**src/rtcrac_cfg.svh**
```systemverilog
// offsets, bit positions, reset values and codes of the rtc run/alarm control block
`ifndef RTCRAC_CFG_SVH
`define RTCRAC_CFG_SVH
// register indices; byte address is four times the index
`define RTCRAC_IDX_RUN     34'h040044f5d
`define RTCRAC_IDX_ALM     34'h040044f5e
`define RTCRAC_RST_RUN     8'h00
`define RTCRAC_RST_ALM     8'h00
// run control fields
`define RTCRAC_B_RUN_EN    7
`define RTCRAC_B_PULSE_EN  5
`define RTCRAC_B_HOUR_FMT  3
`define RTCRAC_B_PSEL_HI   2
`define RTCRAC_B_PSEL_LO   0
// alarm and wait control fields
`define RTCRAC_B_ALM_EN    7
`define RTCRAC_B_ALM_IE    6
`define RTCRAC_B_ALM_FLG   4
`define RTCRAC_B_PER_FLG   3
`define RTCRAC_B_HOLD_ST   1
`define RTCRAC_B_HOLD_REQ  0
// periodic select codes
`define RTCRAC_PSEL_NONE   3'h0
`define RTCRAC_PSEL_HALF   3'h1
`define RTCRAC_PSEL_SEC    3'h2
`define RTCRAC_PSEL_MIN    3'h3
`define RTCRAC_PSEL_HOUR   3'h4
`define RTCRAC_PSEL_DAY    3'h5
// bus answers
`define RTCRAC_RESP_OKAY   2'h0
`define RTCRAC_RESP_SLVERR 2'h2
`endif

```
**src/rtcrac_pkg.sv**
```systemverilog
// types shared by the rtc run/alarm control block
package rtcrac_pkg;
  typedef logic [5:0] rtcrac_hour_t;
  typedef logic [2:0] rtcrac_psel_t;
  typedef enum logic [1:0] {
    RTCRAC_WR_IDLE,
    RTCRAC_WR_RESP
  } rtcrac_wr_st_t;
endpackage : rtcrac_pkg

```
**src/rtcrac_hour_conv.sv**
```systemverilog
// hour count conversion between 12-hour and 24-hour coding
module rtcrac_hour_conv (
  // hour in
  input  wire rtcrac_pkg::rtcrac_hour_t hour_in,
  input  wire logic                     to_24,
  // hour out
  output rtcrac_pkg::rtcrac_hour_t      hour_out
);
  import rtcrac_pkg::*;

  function automatic logic [4:0] bcd2bin(input logic [1:0] tens, input logic [3:0] ones);
    bcd2bin = 5'(tens) * 5'd10 + 5'(ones);
  endfunction : bcd2bin

  function automatic logic [5:0] bin2bcd(input logic [4:0] b);
    logic [4:0] r;
    r = b;
    if (b >= 5'd20) begin
      bin2bcd = {2'h2, 4'(r - 5'd20)};
    end else if (b >= 5'd10) begin
      bin2bcd = {2'h1, 4'(r - 5'd10)};
    end else begin
      bin2bcd = {2'h0, r[3:0]};
    end
  endfunction : bin2bcd

  logic [4:0] v12;
  logic [4:0] v24;
  logic [4:0] b;
  logic       pm;
  logic [5:0] enc;

  // 12-hour coding: bit5 is the afternoon mark, bits 4:0 hold 01..12 in bcd
  always_comb begin
    v12      = bcd2bin({1'b0, hour_in[4]}, hour_in[3:0]);
    v24      = bcd2bin(hour_in[5:4], hour_in[3:0]);
    b        = 5'h00;
    pm       = 1'b0;
    enc      = 6'h00;
    hour_out = hour_in;
    if (to_24) begin
      if (v12 == 5'd12) begin
        b = hour_in[5] ? 5'd12 : 5'd0;
      end else begin
        b = hour_in[5] ? 5'(v12 + 5'd12) : v12;
      end
      hour_out = bin2bcd(b);
    end else begin
      pm = (v24 >= 5'd12);
      b  = pm ? 5'(v24 - 5'd12) : v24;
      if (b == 5'd0) begin
        b = 5'd12;
      end
      enc      = bin2bcd(b);
      hour_out = {pm, enc[4:0]};
    end
  end
endmodule : rtcrac_hour_conv

```
**src/rtcrac_top.sv**
```systemverilog
// rtc run, hour format, periodic and alarm control with axi4-lite registers
//
// Implementation choice: the AXI4-Lite interface to the registers.
`include "rtcrac_cfg.svh"

// Notes on behaviour
// - run enable bit lets calendar count
// - pulse enable drives 1hz square output
// - pulse enable frozen while counter runs
// - no 1hz output while run enable bit clear
// - hour format bit picks 12/24 hour
// - format change converts current hour count
// - periodic select field picks interrupt interval
// - half and full second aligned to seconds
// - alarm enable bit gates alarm comparison
// - alarm irq enable gates alarm interrupt
// - alarm flag sets one count clock later
// - alarm flag cleared by zero write
// - hold request stops counters, status follows
// - periodic flag sets, zero write clears
// - periodic and alarm share one interrupt
module rtcrac_top #(
  parameter int AW = 12
) (
  // clock and reset
  input  wire logic                     mclk,
  input  wire logic                     rst,
  // axi4-lite write address and data
  input  wire logic [AW-1:0]            s_axi_awaddr,
  input  wire logic                     s_axi_awvalid,
  output logic                          s_axi_awready,
  input  wire logic [31:0]              s_axi_wdata,
  input  wire logic [3:0]               s_axi_wstrb,
  input  wire logic                     s_axi_wvalid,
  output logic                          s_axi_wready,
  // axi4-lite write response
  output logic [1:0]                    s_axi_bresp,
  output logic                          s_axi_bvalid,
  input  wire logic                     s_axi_bready,
  // axi4-lite read
  input  wire logic [AW-1:0]            s_axi_araddr,
  input  wire logic                     s_axi_arvalid,
  output logic                          s_axi_arready,
  output logic [31:0]                   s_axi_rdata,
  output logic [1:0]                    s_axi_rresp,
  output logic                          s_axi_rvalid,
  input  wire logic                     s_axi_rready,
  // calendar counter events, same clock
  input  wire logic                     count_tick,
  input  wire logic                     sec_tick,
  input  wire logic                     half_tick,
  input  wire logic                     sec_zero,
  input  wire logic                     min_zero,
  input  wire logic                     hour_zero,
  input  wire logic                     day_one,
  input  wire logic                     alarm_hit,
  input  wire rtcrac_pkg::rtcrac_hour_t hour_now,
  // calendar control
  output logic                          count_enable,
  output logic                          counter_hold_status,
  output logic                          hour_format_select,
  output logic                          hour_load,
  output rtcrac_pkg::rtcrac_hour_t      hour_value,
  // pin and interrupt
  output logic                          one_hertz_pin,
  output logic                          rtc_interrupt
);
  import rtcrac_pkg::*;

  function automatic logic addr_hit(input logic [AW-1:0] a, input logic [33:0] idx);
    logic [33:0] byte_addr;
    byte_addr = {idx[31:0], 2'b00};
    addr_hit  = (a[AW-1:2] == byte_addr[AW-1:2]);
  endfunction : addr_hit

  // bus state
  rtcrac_wr_st_t wst_q, wst_d;
  logic          aw_have_q, aw_have_d;
  logic          w_have_q, w_have_d;
  logic [AW-1:0] waddr_q, waddr_d;
  logic [7:0]    wbyte_q, wbyte_d;
  logic          wlane_q, wlane_d;
  logic          awready_q, awready_d;
  logic          wready_q, wready_d;
  logic          bvalid_q, bvalid_d;
  logic [1:0]    bresp_q, bresp_d;
  logic          arready_q, arready_d;
  logic          rvalid_q, rvalid_d;
  logic [31:0]   rdata_q, rdata_d;
  logic [1:0]    rresp_q, rresp_d;
  logic          do_wr;
  logic          wr_run;
  logic          wr_alm;

  // control state
  logic          run_en_q, run_en_d;
  logic          pulse_en_q, pulse_en_d;
  logic          hfmt_q, hfmt_d;
  rtcrac_psel_t  psel_q, psel_d;
  logic          alm_en_q, alm_en_d;
  logic          alm_ie_q, alm_ie_d;
  logic          alm_flg_q, alm_flg_d;
  logic          per_flg_q, per_flg_d;
  logic          hold_req_q, hold_req_d;
  logic          hold_st_q, hold_st_d;
  logic          alm_pend_q, alm_pend_d;
  logic          irq_q, irq_d;
  logic          pin_q, pin_d;
  logic          cnt_en_q, cnt_en_d;
  logic          hload_q, hload_d;
  rtcrac_hour_t  hval_q, hval_d;
  logic          per_evt;
  logic          alm_set;
  logic [7:0]    run_rd;
  logic [7:0]    alm_rd;
  rtcrac_hour_t  hour_conv;

  rtcrac_hour_conv u_conv (
    .hour_in  (hour_now),
    .to_24    (wbyte_q[`RTCRAC_B_HOUR_FMT]),
    .hour_out (hour_conv)
  );

  assign run_rd = {run_en_q, 1'b0, pulse_en_q, 1'b0, hfmt_q, psel_q};
  assign alm_rd = {alm_en_q, alm_ie_q, 1'b0, alm_flg_q, per_flg_q, 1'b0, hold_st_q, hold_req_q};

  // bus slave: address and data taken in either order, response after both
  always_comb begin
    wst_d     = wst_q;
    aw_have_d = aw_have_q;
    w_have_d  = w_have_q;
    waddr_d   = waddr_q;
    wbyte_d   = wbyte_q;
    wlane_d   = wlane_q;
    bvalid_d  = bvalid_q;
    bresp_d   = bresp_q;
    rvalid_d  = rvalid_q;
    rdata_d   = rdata_q;
    rresp_d   = rresp_q;
    do_wr     = 1'b0;
    if (s_axi_awvalid && awready_q) begin
      aw_have_d = 1'b1;
      waddr_d   = s_axi_awaddr;
    end
    if (s_axi_wvalid && wready_q) begin
      w_have_d = 1'b1;
      wbyte_d  = s_axi_wdata[7:0];
      wlane_d  = s_axi_wstrb[0];
    end
    case (wst_q)
      RTCRAC_WR_IDLE: begin
        if (aw_have_q && w_have_q) begin
          do_wr     = 1'b1;
          aw_have_d = 1'b0;
          w_have_d  = 1'b0;
          bvalid_d  = 1'b1;
          bresp_d   = (addr_hit(waddr_q, `RTCRAC_IDX_RUN) || addr_hit(waddr_q, `RTCRAC_IDX_ALM))
                      ? `RTCRAC_RESP_OKAY : `RTCRAC_RESP_SLVERR;
          wst_d     = RTCRAC_WR_RESP;
        end
      end
      RTCRAC_WR_RESP: begin
        if (s_axi_bready) begin
          bvalid_d = 1'b0;
          wst_d    = RTCRAC_WR_IDLE;
        end
      end
      default: begin
        wst_d = RTCRAC_WR_IDLE;
      end
    endcase
    if (rvalid_q && s_axi_rready) begin
      rvalid_d = 1'b0;
    end
    if (s_axi_arvalid && arready_q) begin
      rvalid_d = 1'b1;
      rresp_d  = `RTCRAC_RESP_OKAY;
      if (addr_hit(s_axi_araddr, `RTCRAC_IDX_RUN)) begin
        rdata_d = {24'h000000, run_rd};
      end else if (addr_hit(s_axi_araddr, `RTCRAC_IDX_ALM)) begin
        rdata_d = {24'h000000, alm_rd};
      end else begin
        rdata_d = 32'h00000000;
        rresp_d = `RTCRAC_RESP_SLVERR;
      end
    end
    // ready withheld while a held item waits for its partner or its response
    awready_d = ~aw_have_d && (wst_d == RTCRAC_WR_IDLE) && ~do_wr;
    wready_d  = ~w_have_d && (wst_d == RTCRAC_WR_IDLE) && ~do_wr;
    arready_d = ~rvalid_d;
    wr_run    = do_wr && wlane_q && addr_hit(waddr_q, `RTCRAC_IDX_RUN);
    wr_alm    = do_wr && wlane_q && addr_hit(waddr_q, `RTCRAC_IDX_ALM);
  end

  always_ff @(posedge mclk) begin
    if (rst) begin
      wst_q     <= RTCRAC_WR_IDLE;
      aw_have_q <= 1'b0;
      w_have_q  <= 1'b0;
      waddr_q   <= '0;
      wbyte_q   <= 8'h00;
      wlane_q   <= 1'b0;
      awready_q <= 1'b0;
      wready_q  <= 1'b0;
      bvalid_q  <= 1'b0;
      bresp_q   <= `RTCRAC_RESP_OKAY;
      arready_q <= 1'b0;
      rvalid_q  <= 1'b0;
      rdata_q   <= 32'h00000000;
      rresp_q   <= `RTCRAC_RESP_OKAY;
    end else begin
      wst_q     <= wst_d;
      aw_have_q <= aw_have_d;
      w_have_q  <= w_have_d;
      waddr_q   <= waddr_d;
      wbyte_q   <= wbyte_d;
      wlane_q   <= wlane_d;
      awready_q <= awready_d;
      wready_q  <= wready_d;
      bvalid_q  <= bvalid_d;
      bresp_q   <= bresp_d;
      arready_q <= arready_d;
      rvalid_q  <= rvalid_d;
      rdata_q   <= rdata_d;
      rresp_q   <= rresp_d;
    end
  end

  // periodic event source, only while the run enable bit is set
  always_comb begin
    case (psel_q)
      `RTCRAC_PSEL_NONE: per_evt = 1'b0;
      `RTCRAC_PSEL_HALF: per_evt = sec_tick || half_tick;
      `RTCRAC_PSEL_SEC:  per_evt = sec_tick;
      `RTCRAC_PSEL_MIN:  per_evt = sec_tick && sec_zero;
      `RTCRAC_PSEL_HOUR: per_evt = sec_tick && sec_zero && min_zero;
      `RTCRAC_PSEL_DAY:  per_evt = sec_tick && sec_zero && min_zero && hour_zero;
      default:           per_evt = sec_tick && sec_zero && min_zero && hour_zero && day_one;
    endcase
    per_evt = per_evt && run_en_q;
  end

  // control and status registers
  always_comb begin
    run_en_d   = run_en_q;
    pulse_en_d = pulse_en_q;
    hfmt_d     = hfmt_q;
    psel_d     = psel_q;
    alm_en_d   = alm_en_q;
    alm_ie_d   = alm_ie_q;
    hold_req_d = hold_req_q;
    hold_st_d  = hold_st_q;
    hload_d    = 1'b0;
    hval_d     = hval_q;
    if (wr_run) begin
      run_en_d = wbyte_q[`RTCRAC_B_RUN_EN];
      if (!run_en_q) begin
        pulse_en_d = wbyte_q[`RTCRAC_B_PULSE_EN];
      end
      hfmt_d = wbyte_q[`RTCRAC_B_HOUR_FMT];
      psel_d = wbyte_q[`RTCRAC_B_PSEL_HI:`RTCRAC_B_PSEL_LO];
      if (wbyte_q[`RTCRAC_B_HOUR_FMT] != hfmt_q) begin
        hload_d = 1'b1;
        hval_d  = hour_conv;
      end
    end
    if (wr_alm) begin
      alm_en_d   = wbyte_q[`RTCRAC_B_ALM_EN];
      alm_ie_d   = wbyte_q[`RTCRAC_B_ALM_IE];
      hold_req_d = wbyte_q[`RTCRAC_B_HOLD_REQ];
    end
    // hold status follows the request at the next count clock
    if (count_tick) begin
      hold_st_d = hold_req_q;
    end
    // match caught now, flag raised one count clock later; dropped if enable clears
    alm_set    = alm_pend_q && count_tick && alm_en_q;
    alm_pend_d = alm_en_q && (alarm_hit || (alm_pend_q && !count_tick));
    // only a zero write clears a flag; a set in the same cycle wins
    alm_flg_d  = alm_set || (alm_flg_q && !(wr_alm && !wbyte_q[`RTCRAC_B_ALM_FLG]));
    per_flg_d  = per_evt || (per_flg_q && !(wr_alm && !wbyte_q[`RTCRAC_B_PER_FLG]));
  end

  always_ff @(posedge mclk) begin
    if (rst) begin
      run_en_q   <= 1'b0;
      pulse_en_q <= 1'b0;
      hfmt_q     <= 1'b0;
      psel_q     <= `RTCRAC_PSEL_NONE;
      alm_en_q   <= 1'b0;
      alm_ie_q   <= 1'b0;
      alm_flg_q  <= 1'b0;
      per_flg_q  <= 1'b0;
      hold_req_q <= 1'b0;
      hold_st_q  <= 1'b0;
      alm_pend_q <= 1'b0;
      hload_q    <= 1'b0;
      hval_q     <= 6'h00;
    end else begin
      run_en_q   <= run_en_d;
      pulse_en_q <= pulse_en_d;
      hfmt_q     <= hfmt_d;
      psel_q     <= psel_d;
      alm_en_q   <= alm_en_d;
      alm_ie_q   <= alm_ie_d;
      alm_flg_q  <= alm_flg_d;
      per_flg_q  <= per_flg_d;
      hold_req_q <= hold_req_d;
      hold_st_q  <= hold_st_d;
      alm_pend_q <= alm_pend_d;
      hload_q    <= hload_d;
      hval_q     <= hval_d;
    end
  end

  // outputs: pin, interrupt, counter control
  always_comb begin
    cnt_en_d = run_en_q && !hold_st_q;
    pin_d    = pin_q;
    if (!(run_en_q && pulse_en_q)) begin
      pin_d = 1'b0;
    end else if (sec_tick) begin
      pin_d = 1'b1;
    end else if (half_tick) begin
      pin_d = 1'b0;
    end
    // one shared line; the flags tell the source apart
    irq_d = irq_q;
    if (count_tick) begin
      irq_d = 1'b0;
    end
    if (per_evt || (alm_set && alm_ie_q)) begin
      irq_d = 1'b1;
    end
  end

  always_ff @(posedge mclk) begin
    if (rst) begin
      cnt_en_q <= 1'b0;
      pin_q    <= 1'b0;
      irq_q    <= 1'b0;
    end else begin
      cnt_en_q <= cnt_en_d;
      pin_q    <= pin_d;
      irq_q    <= irq_d;
    end
  end

  assign s_axi_awready       = awready_q;
  assign s_axi_wready        = wready_q;
  assign s_axi_bvalid        = bvalid_q;
  assign s_axi_bresp         = bresp_q;
  assign s_axi_arready       = arready_q;
  assign s_axi_rvalid        = rvalid_q;
  assign s_axi_rdata         = rdata_q;
  assign s_axi_rresp         = rresp_q;
  assign count_enable        = cnt_en_q;
  assign counter_hold_status = hold_st_q;
  assign hour_format_select  = hfmt_q;
  assign hour_load           = hload_q;
  assign hour_value          = hval_q;
  assign one_hertz_pin       = pin_q;
  assign rtc_interrupt       = irq_q;
endmodule : rtcrac_top

```
**config.mk**
```make
export PLATFORM = sky130hd
export DESIGN_NAME = rtcrac_top
export DESIGN_NICKNAME = d
export VERILOG_FILES = /design/src/rtcrac_pkg.sv /design/src/rtcrac_hour_conv.sv /design/src/rtcrac_top.sv
export VERILOG_INCLUDE_DIRS = /design/src /design/src/src
export SDC_FILE = /design/constraint.sdc
export NUM_CORES = 1
export LEC_CHECK = 0
export BUFFER_PORTS_ARGS = -buffer_cell sky130_fd_sc_hd__buf_2
export CORE_ASPECT_RATIO = 0.7
export CORE_MARGIN = 8
export CORE_UTILIZATION = 45
export CTS_BUF_LIST = sky130_fd_sc_hd__clkbuf_16
export DETAILED_ROUTE_END_ITERATION = 8
export PLACE_DENSITY = 0.77
export SLEW_MARGIN = 20
export SYNTH_ARGS = -nofsm -noshare
export SYNTH_HDL_FRONTEND = slang
export SYNTH_SLANG_ARGS = --single-unit
```
**constraint.sdc**
```tcl
create_clock -name mclk -period 4.41 [get_ports mclk]
set_input_delay 0.882 -clock mclk [delete_from_list [all_inputs] [get_ports mclk]]
set_output_delay 0.882 -clock mclk [all_outputs]
set_load 0.01 [all_outputs]
```
### Word level (Yosys, flattened, before mapping)

Cells that the tools add are included.

* register bits: 89
* input port bits: 81
* output and inout port bits: 53
* word-level logic and storage cells: 158

* add/sub/neg operators: 8
* $mul: 2
* $lt $le $gt $ge: 5
* equality and inequality tests: 14
* multiplexer cells: 39
* bitwise gates (word level): 7
* reductions and logical operators: 53

Operator list (number)
* 5-bit two-way mux: 9
* 10-bit equality test (second input constant): 4
* 1-bit logical AND: 28
* 1-bit two-way mux: 17
* 8-bit two-way mux: 2
* 5-bit by 4-bit greater-or-equal comparator with 1-bit output (second input constant): 3
* 6-bit two-way mux: 2
* 5-bit by 4-bit adder with 5-bit output: 2
* 5-bit greater-or-equal comparator (second input constant): 2
* 2-bit two-way mux: 5
* 4-bit by 3-bit subtractor with 4-bit output (second input constant): 2
* 4-bit subtractor (second input constant): 2
* 1-bit NOT: 7
* 3-bit by 2-bit equality test with 1-bit output (second input constant): 2
* 3-bit equality test (second input constant): 2
* 1-bit logical NOT: 6
* 1-bit logical OR: 6
* 1-bit case mux with 6 select lines: 1
* 2-bit AND reduction: 3
* 2-bit nonzero test: 3
* 5-bit by 4-bit adder with 5-bit output (second input constant): 1
* 5-bit by 4-bit equality test with 1-bit output (second input constant): 1
* 5-bit logical NOT: 1
* 5-bit by 4-bit subtractor with 5-bit output (second input constant): 1
* 13 further kinds: 16

### Logic depth before layout (Yosys ltp)

* depth in word-level cells: 11
* mapped depth: 17

### Modules after synthesis

From an unflattened synthesis, not the netlist that was laid out.

* cell total of the unflattened synthesis: 427
* area, all modules: 3517.1 um2

Modules (own cells, without submodules)
* rtcrac_top: instances 1, cells each 293, area an instance 2612.5 um2, seq. area each 1221.2 um2
* rtcrac_hour_conv: instances 1, cells each 134, area an instance 904.6 um2, seq. area each 0.0 um2

### Worst setup path after synthesis

Ideal clock, no wire load.

* path type: input to register
* start: input port hour_now[1]
* end: register hval_q[4] (netlist: hour_value[4])
* setup time: 0.122 ns
* arrival: 4.609 ns
* required time: 4.288 ns
* slack: -0.321 ns
* stages on the path: 17
* path through: ha_1 -> inv_1 -> fa_1 -> clkbuf_1 -> inv_1 -> ha_1 -> clkbuf_2 -> xnor2_1 -> or3_1 -> a21oi_2 -> a211oi_1 -> or2_1 -> ha_1 -> a221o_1 -> a211oi_2 -> nor3_2 -> o311a_1

* cells in the longest elaborated chain, start to end: 10

RTL lines
* start: declaration: RTL line rtcrac_top.sv:57 `input wire rtcrac_pkg::rtcrac_hour_t hour_now,`
* 5-bit by 4-bit adder with 5-bit output: RTL line rtcrac_hour_conv.sv:12 `bcd2bin = 5'(tens) * 5'd10 + 5'(ones);`
* 5-bit by 4-bit subtractor with 5-bit output / 5-bit by 4-bit greater-or-equal comparator with 1-bit output (equally long branches): RTL line rtcrac_hour_conv.sv:50, rtcrac_hour_conv.sv:49
* 5-bit two-way mux: RTL line rtcrac_hour_conv.sv:50 `b = pm ? 5'(v24 - 5'd12) : v24;`
* 5-bit logical NOT: RTL line rtcrac_hour_conv.sv:51 `if (b == 5'd0) begin`
* 5-bit two-way mux: RTL line rtcrac_hour_conv.sv:51
* 5-bit two-way mux: RTL line rtcrac_hour_conv.sv:41 `if (to_24) begin`
* 5-bit by 4-bit greater-or-equal comparator with 1-bit output: RTL line rtcrac_hour_conv.sv:20 `end else if (b >= 5'd10) begin`
* 5-bit two-way mux: RTL line rtcrac_hour_conv.sv:20
* 5-bit two-way mux: RTL line rtcrac_hour_conv.sv:18 `if (b >= 5'd20) begin`
* 6-bit two-way mux (*): RTL line rtcrac_hour_conv.sv:41
* end signal: assignment: RTL line rtcrac_top.sv:312 `hval_q <= hval_d;`
* end: declaration: RTL line rtcrac_top.sv:111 `rtcrac_hour_t hval_q, hval_d;`

Mark *: on every way between the ends. The rest lies on a longest branch, timed or not. The select of a mux whose other input is x is not followed.
A chain may end at the register's enable or synchronous reset.

### Worst setup path after layout

* start: input port hour_now[4]
* end: register hval_q[2] (netlist: hour_value[2])

* cells in the longest elaborated chain, start to end: 11

RTL lines (RTL line)
* 2-bit by 3-bit multiplier with 4-bit output: rtcrac_hour_conv.sv:12
* 5-bit by 4-bit adder with 5-bit output: rtcrac_hour_conv.sv:12
* 5-bit by 4-bit subtractor with 5-bit output / 5-bit by 4-bit greater-or-equal comparator with 1-bit output (equally long branches): rtcrac_hour_conv.sv:50, rtcrac_hour_conv.sv:49
* 5-bit two-way mux: rtcrac_hour_conv.sv:50
* 5-bit logical NOT: rtcrac_hour_conv.sv:51
* 5-bit two-way mux: rtcrac_hour_conv.sv:51
* 5-bit two-way mux: rtcrac_hour_conv.sv:41
* 4-bit subtractor / 5-bit by 4-bit greater-or-equal comparator with 1-bit output (equally long branches): rtcrac_hour_conv.sv:21, rtcrac_hour_conv.sv:20
* 5-bit two-way mux: rtcrac_hour_conv.sv:20
* 5-bit two-way mux: rtcrac_hour_conv.sv:18
* 6-bit two-way mux (*): rtcrac_hour_conv.sv:41

Marked as above.

==> run_results.csv <==
group,metric,value,unit
critical_path,worst-r2r-setup-slack,2.17,ns
cts,root_buffer,"clkbuf_16",
power_and_ir_drop,internal_power,1.15,mW
worst_hold_path,min_path_type,"flop to flop",
sta,fin_crit,4.14,ns
power_and_ir_drop,power_switching,0.455,mW
placed_design,port_buffers,76,
cts,worstSkewPairLatency,0.32,ns
drt,routed_wl,8860,um
synth,syn_inst,414,
critical_path,cp_slowest_cell,"fa_1",
worst_hold_path,hold_start,"s_axi_rdata[6]",
cts,clkTransAtPathRegs,0.05,ns
finish,nFillCells,672,
critical_path,r2r-start,"aw_have_q",
grt,grt_max_degree,33,
drt,drtIter0Drc,256,
power_and_ir_drop,p_seq_share,36.1,%
critical_path,crit_chain,"buf_2 -> ha_4 -> inv_1 -> fa_1 -> xor2_4 -> inv_1 -> ha_1 -> xnor2_1 -> or3_1 -> a21oi_2 -> a211oi_1 -> or2_1 -> ha_1 -> a221o_1 -> a211oi_2 -> buf_4 -> nor4b_1 -> o31a_1",
placed_design,placed_area,3920,um^2
cts,cts_tree,"built",
finish,syn2layout_area_growth,20.7,%
sta,hold_viol,0,
synth,ys_seq_area_share,35.1,%
cts,cts_buffer_depth,2,
floorplanning,start_util,47.1,%
floorplanning,die_y,89.5,um
grt,grt_pass1_wl,14400,um
drt,drtAntennaViolNets,0,
placed_design,dp_hpwl,6810,um
finish,nets,592,
critical_path,r2r_end,"hour_value[1]",
critical_path,crit_path_end,"hour_value[2]",
critical_path,critical_path_arrival,4.35,ns
drt,num_vias,3189,
power_and_ir_drop,p_leak,1.88,nW
finish,final_area,4200,um^2
sta,setup_violations,0,
floorplanning,rows,26,
finish,n_antenna_cell,0,
sta,relSlewSlack,45.6,%
synth,yosysUniqueCellTypes,71,
run_status,status,"finished clean",
critical_path,reg2reg_depth,6,
grt,grt_overflow,0,
synth,avgSynthCellArea,8.39,um^2
power_and_ir_drop,clkPwrFrac,40.8,%
grt,top_usage_layer,"met2",
critical_path,max_stage_delay,0.47,ns
drt,drc,0,
cts,cts_buffers,9,
power_and_ir_drop,switching_share,28.3,%
critical_path,end_kind,"flop",
drt,wl_per_cell,14.8,um
synth,async_flop_share,0,%
cts,clock-sinks,61,
cts,post-cts-setup-buffers,0,
placed_design,gp_congestion,0.871,
drt,viasPerCell,5.32,
cts,htreeDepth,3,
critical_path,cp.required,4.61,ns
power_and_ir_drop,peakVddDrop,245,uV
drt,drtPass1Iterations,4,
job,cap_viol_max_count,0,
floorplanning,pin_count,134,
cts,cts_hold_buf,0,
sta,skew,0.00560,ns
power_and_ir_drop,power.density,383,nW/um^2
finish,final_common_cell,"buf_2",
grt,gr-usage-met2,26.1,%
sta,rsz0062_at_grt,"no",
synth,synth_edf_count,0,
floorplanning,die_area,10800,um^2
sta,drv_slew,0,
synth,yosys_warnings,0,
grt,track_usage,16.2,%
synth,synth-seq-cells,61,
grt,antenna_found_initial,0,
floorplanning,die_w,121,um
sta,tns,0,ns
grt,use_met3,5.17,%
power_and_ir_drop,p_comb_share,23.0,%
sta,fin_crit_sh,94.0,%
floorplanning,coreArea,7380,um^2
sta,worst_slew_pin_slew,0.814,ns
finish,layout_common_cells,"buf_2 (76), dfxtp_1 (61), nand2_1 (54)",
cts,post_cts_resized,0,
sta,timing.fmax,0.241,GHz
grt,grt_use_met1,20.4,%
critical_path,crit_type,"primary input to flop",
synth,ys.flop_type,"dfxtp_1",
critical_path,start_kind,"primary input",
finish,layout-drive-gt1-share,25.0,%
critical_path,path_max_fanout,3,
grt,grt_pass1_vias,3135,
synth,syn_area,3470,um^2
critical_path,crit_start,"hour_now[4]",
-- how the worst min path moves through the flow --
| stage | endpoint | slack [ns] | depth (start not counted) |
|---|---|---|---|
| finish | s_axi_rdata[6] | 0.45 | 2 |
| global route | waddr_q[11] | 0.48 | 2 |
| CTS | s_axi_rdata[6] | 0.45 | 2 |
| detailed placement | s_axi_rdata[6] | 0.45 | 2 |
| global placement | waddr_q[4] | 0.44 | 2 |
| floorplan | s_axi_awready | 0.42 | 1 |
-- final cells by class --
class                      count  area, um^2  share of cell area (%)
clock inverter                 6        55.1                    1.31
tap                           98         123                    2.92
clock buffer                   9         225                    5.37
sequential                    61        1220                    29.1
inverter                      20        75.1                    1.79
timing repair buffer          88         470                    11.2
multi-input combinational    317        2030                    48.3
-- synthesized netlist by cell type (all sizes together) (3+ instances only) --
| cell | instances | share of area [%] |
|---|---|---|
| dfxtp | 61 | 35 |
| nand2 | 54 | 5.8 |
| a21oi | 43 | 6.7 |
| nor2 | 36 | 3.9 |
| buf | 29 | 6.1 |
| inv | 20 | 2.2 |
| o21ai | 15 | 2.4 |
| nor3 | 14 | 2.4 |
| clkbuf | 13 | 1.4 |
| ha | 13 | 4.7 |
| nand3 | 11 | 1.7 |
| mux2i | 10 | 2.9 |
| a211oi | 6 | 1.8 |
| and2 | 5 | 0.90 |
| nor2b | 5 | 0.90 |
| nor3b | 5 | 1.1 |
| a221oi | 4 | 1.0 |
| nand4 | 4 | 0.72 |
| nor4 | 4 | 0.72 |
| o211ai | 4 | 0.86 |
| xor2 | 4 | 1.5 |
| a2111oi | 3 | 1.5 |
| a31oi | 3 | 0.54 |
| and3 | 3 | 0.54 |
| and4b | 3 | 0.86 |
| nand2b | 3 | 0.54 |
| o31a | 3 | 0.76 |
| or2 | 3 | 0.54 |
-- cells by family after synthesis --
logic type | synth area share, %
mux | 3.96
buf+inv | 9.72
xor+xnor | 1.80
simple gates | 22.6
other cells | 0.108
fa+ha+maj | 5.26
compound gates | 21.4
flops | 35.1
-- worst max-delay path: cells and delay by family --
kind	cells	cell delay [ns]
AOI/OAI and AO/OA	5	1.12
adders and majority gates	4	1.01
and+or+nand+nor	3	0.63
buffers and inverters	4	0.38
xor gates and xnor gates	2	0.32
-- power groups by stage --
stage | Clock, mW | Sequential [mW] | Combinational [mW]
3_3_place_gp | 0 | 0.590 | 0.351
2_1_floorplan | 0 | 0.591 | 0.277
5_1_grt | 0.688 | 0.582 | 0.408
4_1_cts | 0.661 | 0.580 | 0.366
3_5_place_dp | 0 | 0.591 | 0.365
6_report | 0.656 | 0.580 | 0.370
-- per-stage QoR --
stage,std cells,hold slack [ns],power [mW],setup slack (ns),utilization (%)
after floorplan,440,0.424,0.868,0.00675,-
after global placement,584,0.440,0.941,0.0372,53.0
after detailed placement,584,0.445,0.956,-0.0556,53.0
after CTS,599,0.451,1.61,0.269,56.8
after global routing,599,0.477,1.68,0.110,56.8
final,599,0.449,1.61,0.266,56.8
-- flip-flops by register name, indices dropped and copies added, names as in the netlist, 2 cells and up --
register and cells:
waddr_q 10, psel_q 3, wbyte_q 8, s_axi_rdata 8, hour_value 6, wst_q 2
-- routing by layer --
layer | vias up | routed length (um) | part of all wire (%)
met5 | - | 0 | 0
met4 | 0 | 77 | 0.87
met3 | 11 | 748 | 8.4
met2 | 100 | 3990 | 45
met1 | 1504 | 4050 | 46
li1 | 1574 | - | -
Note: power is estimated with default switching activity, not from simulation.
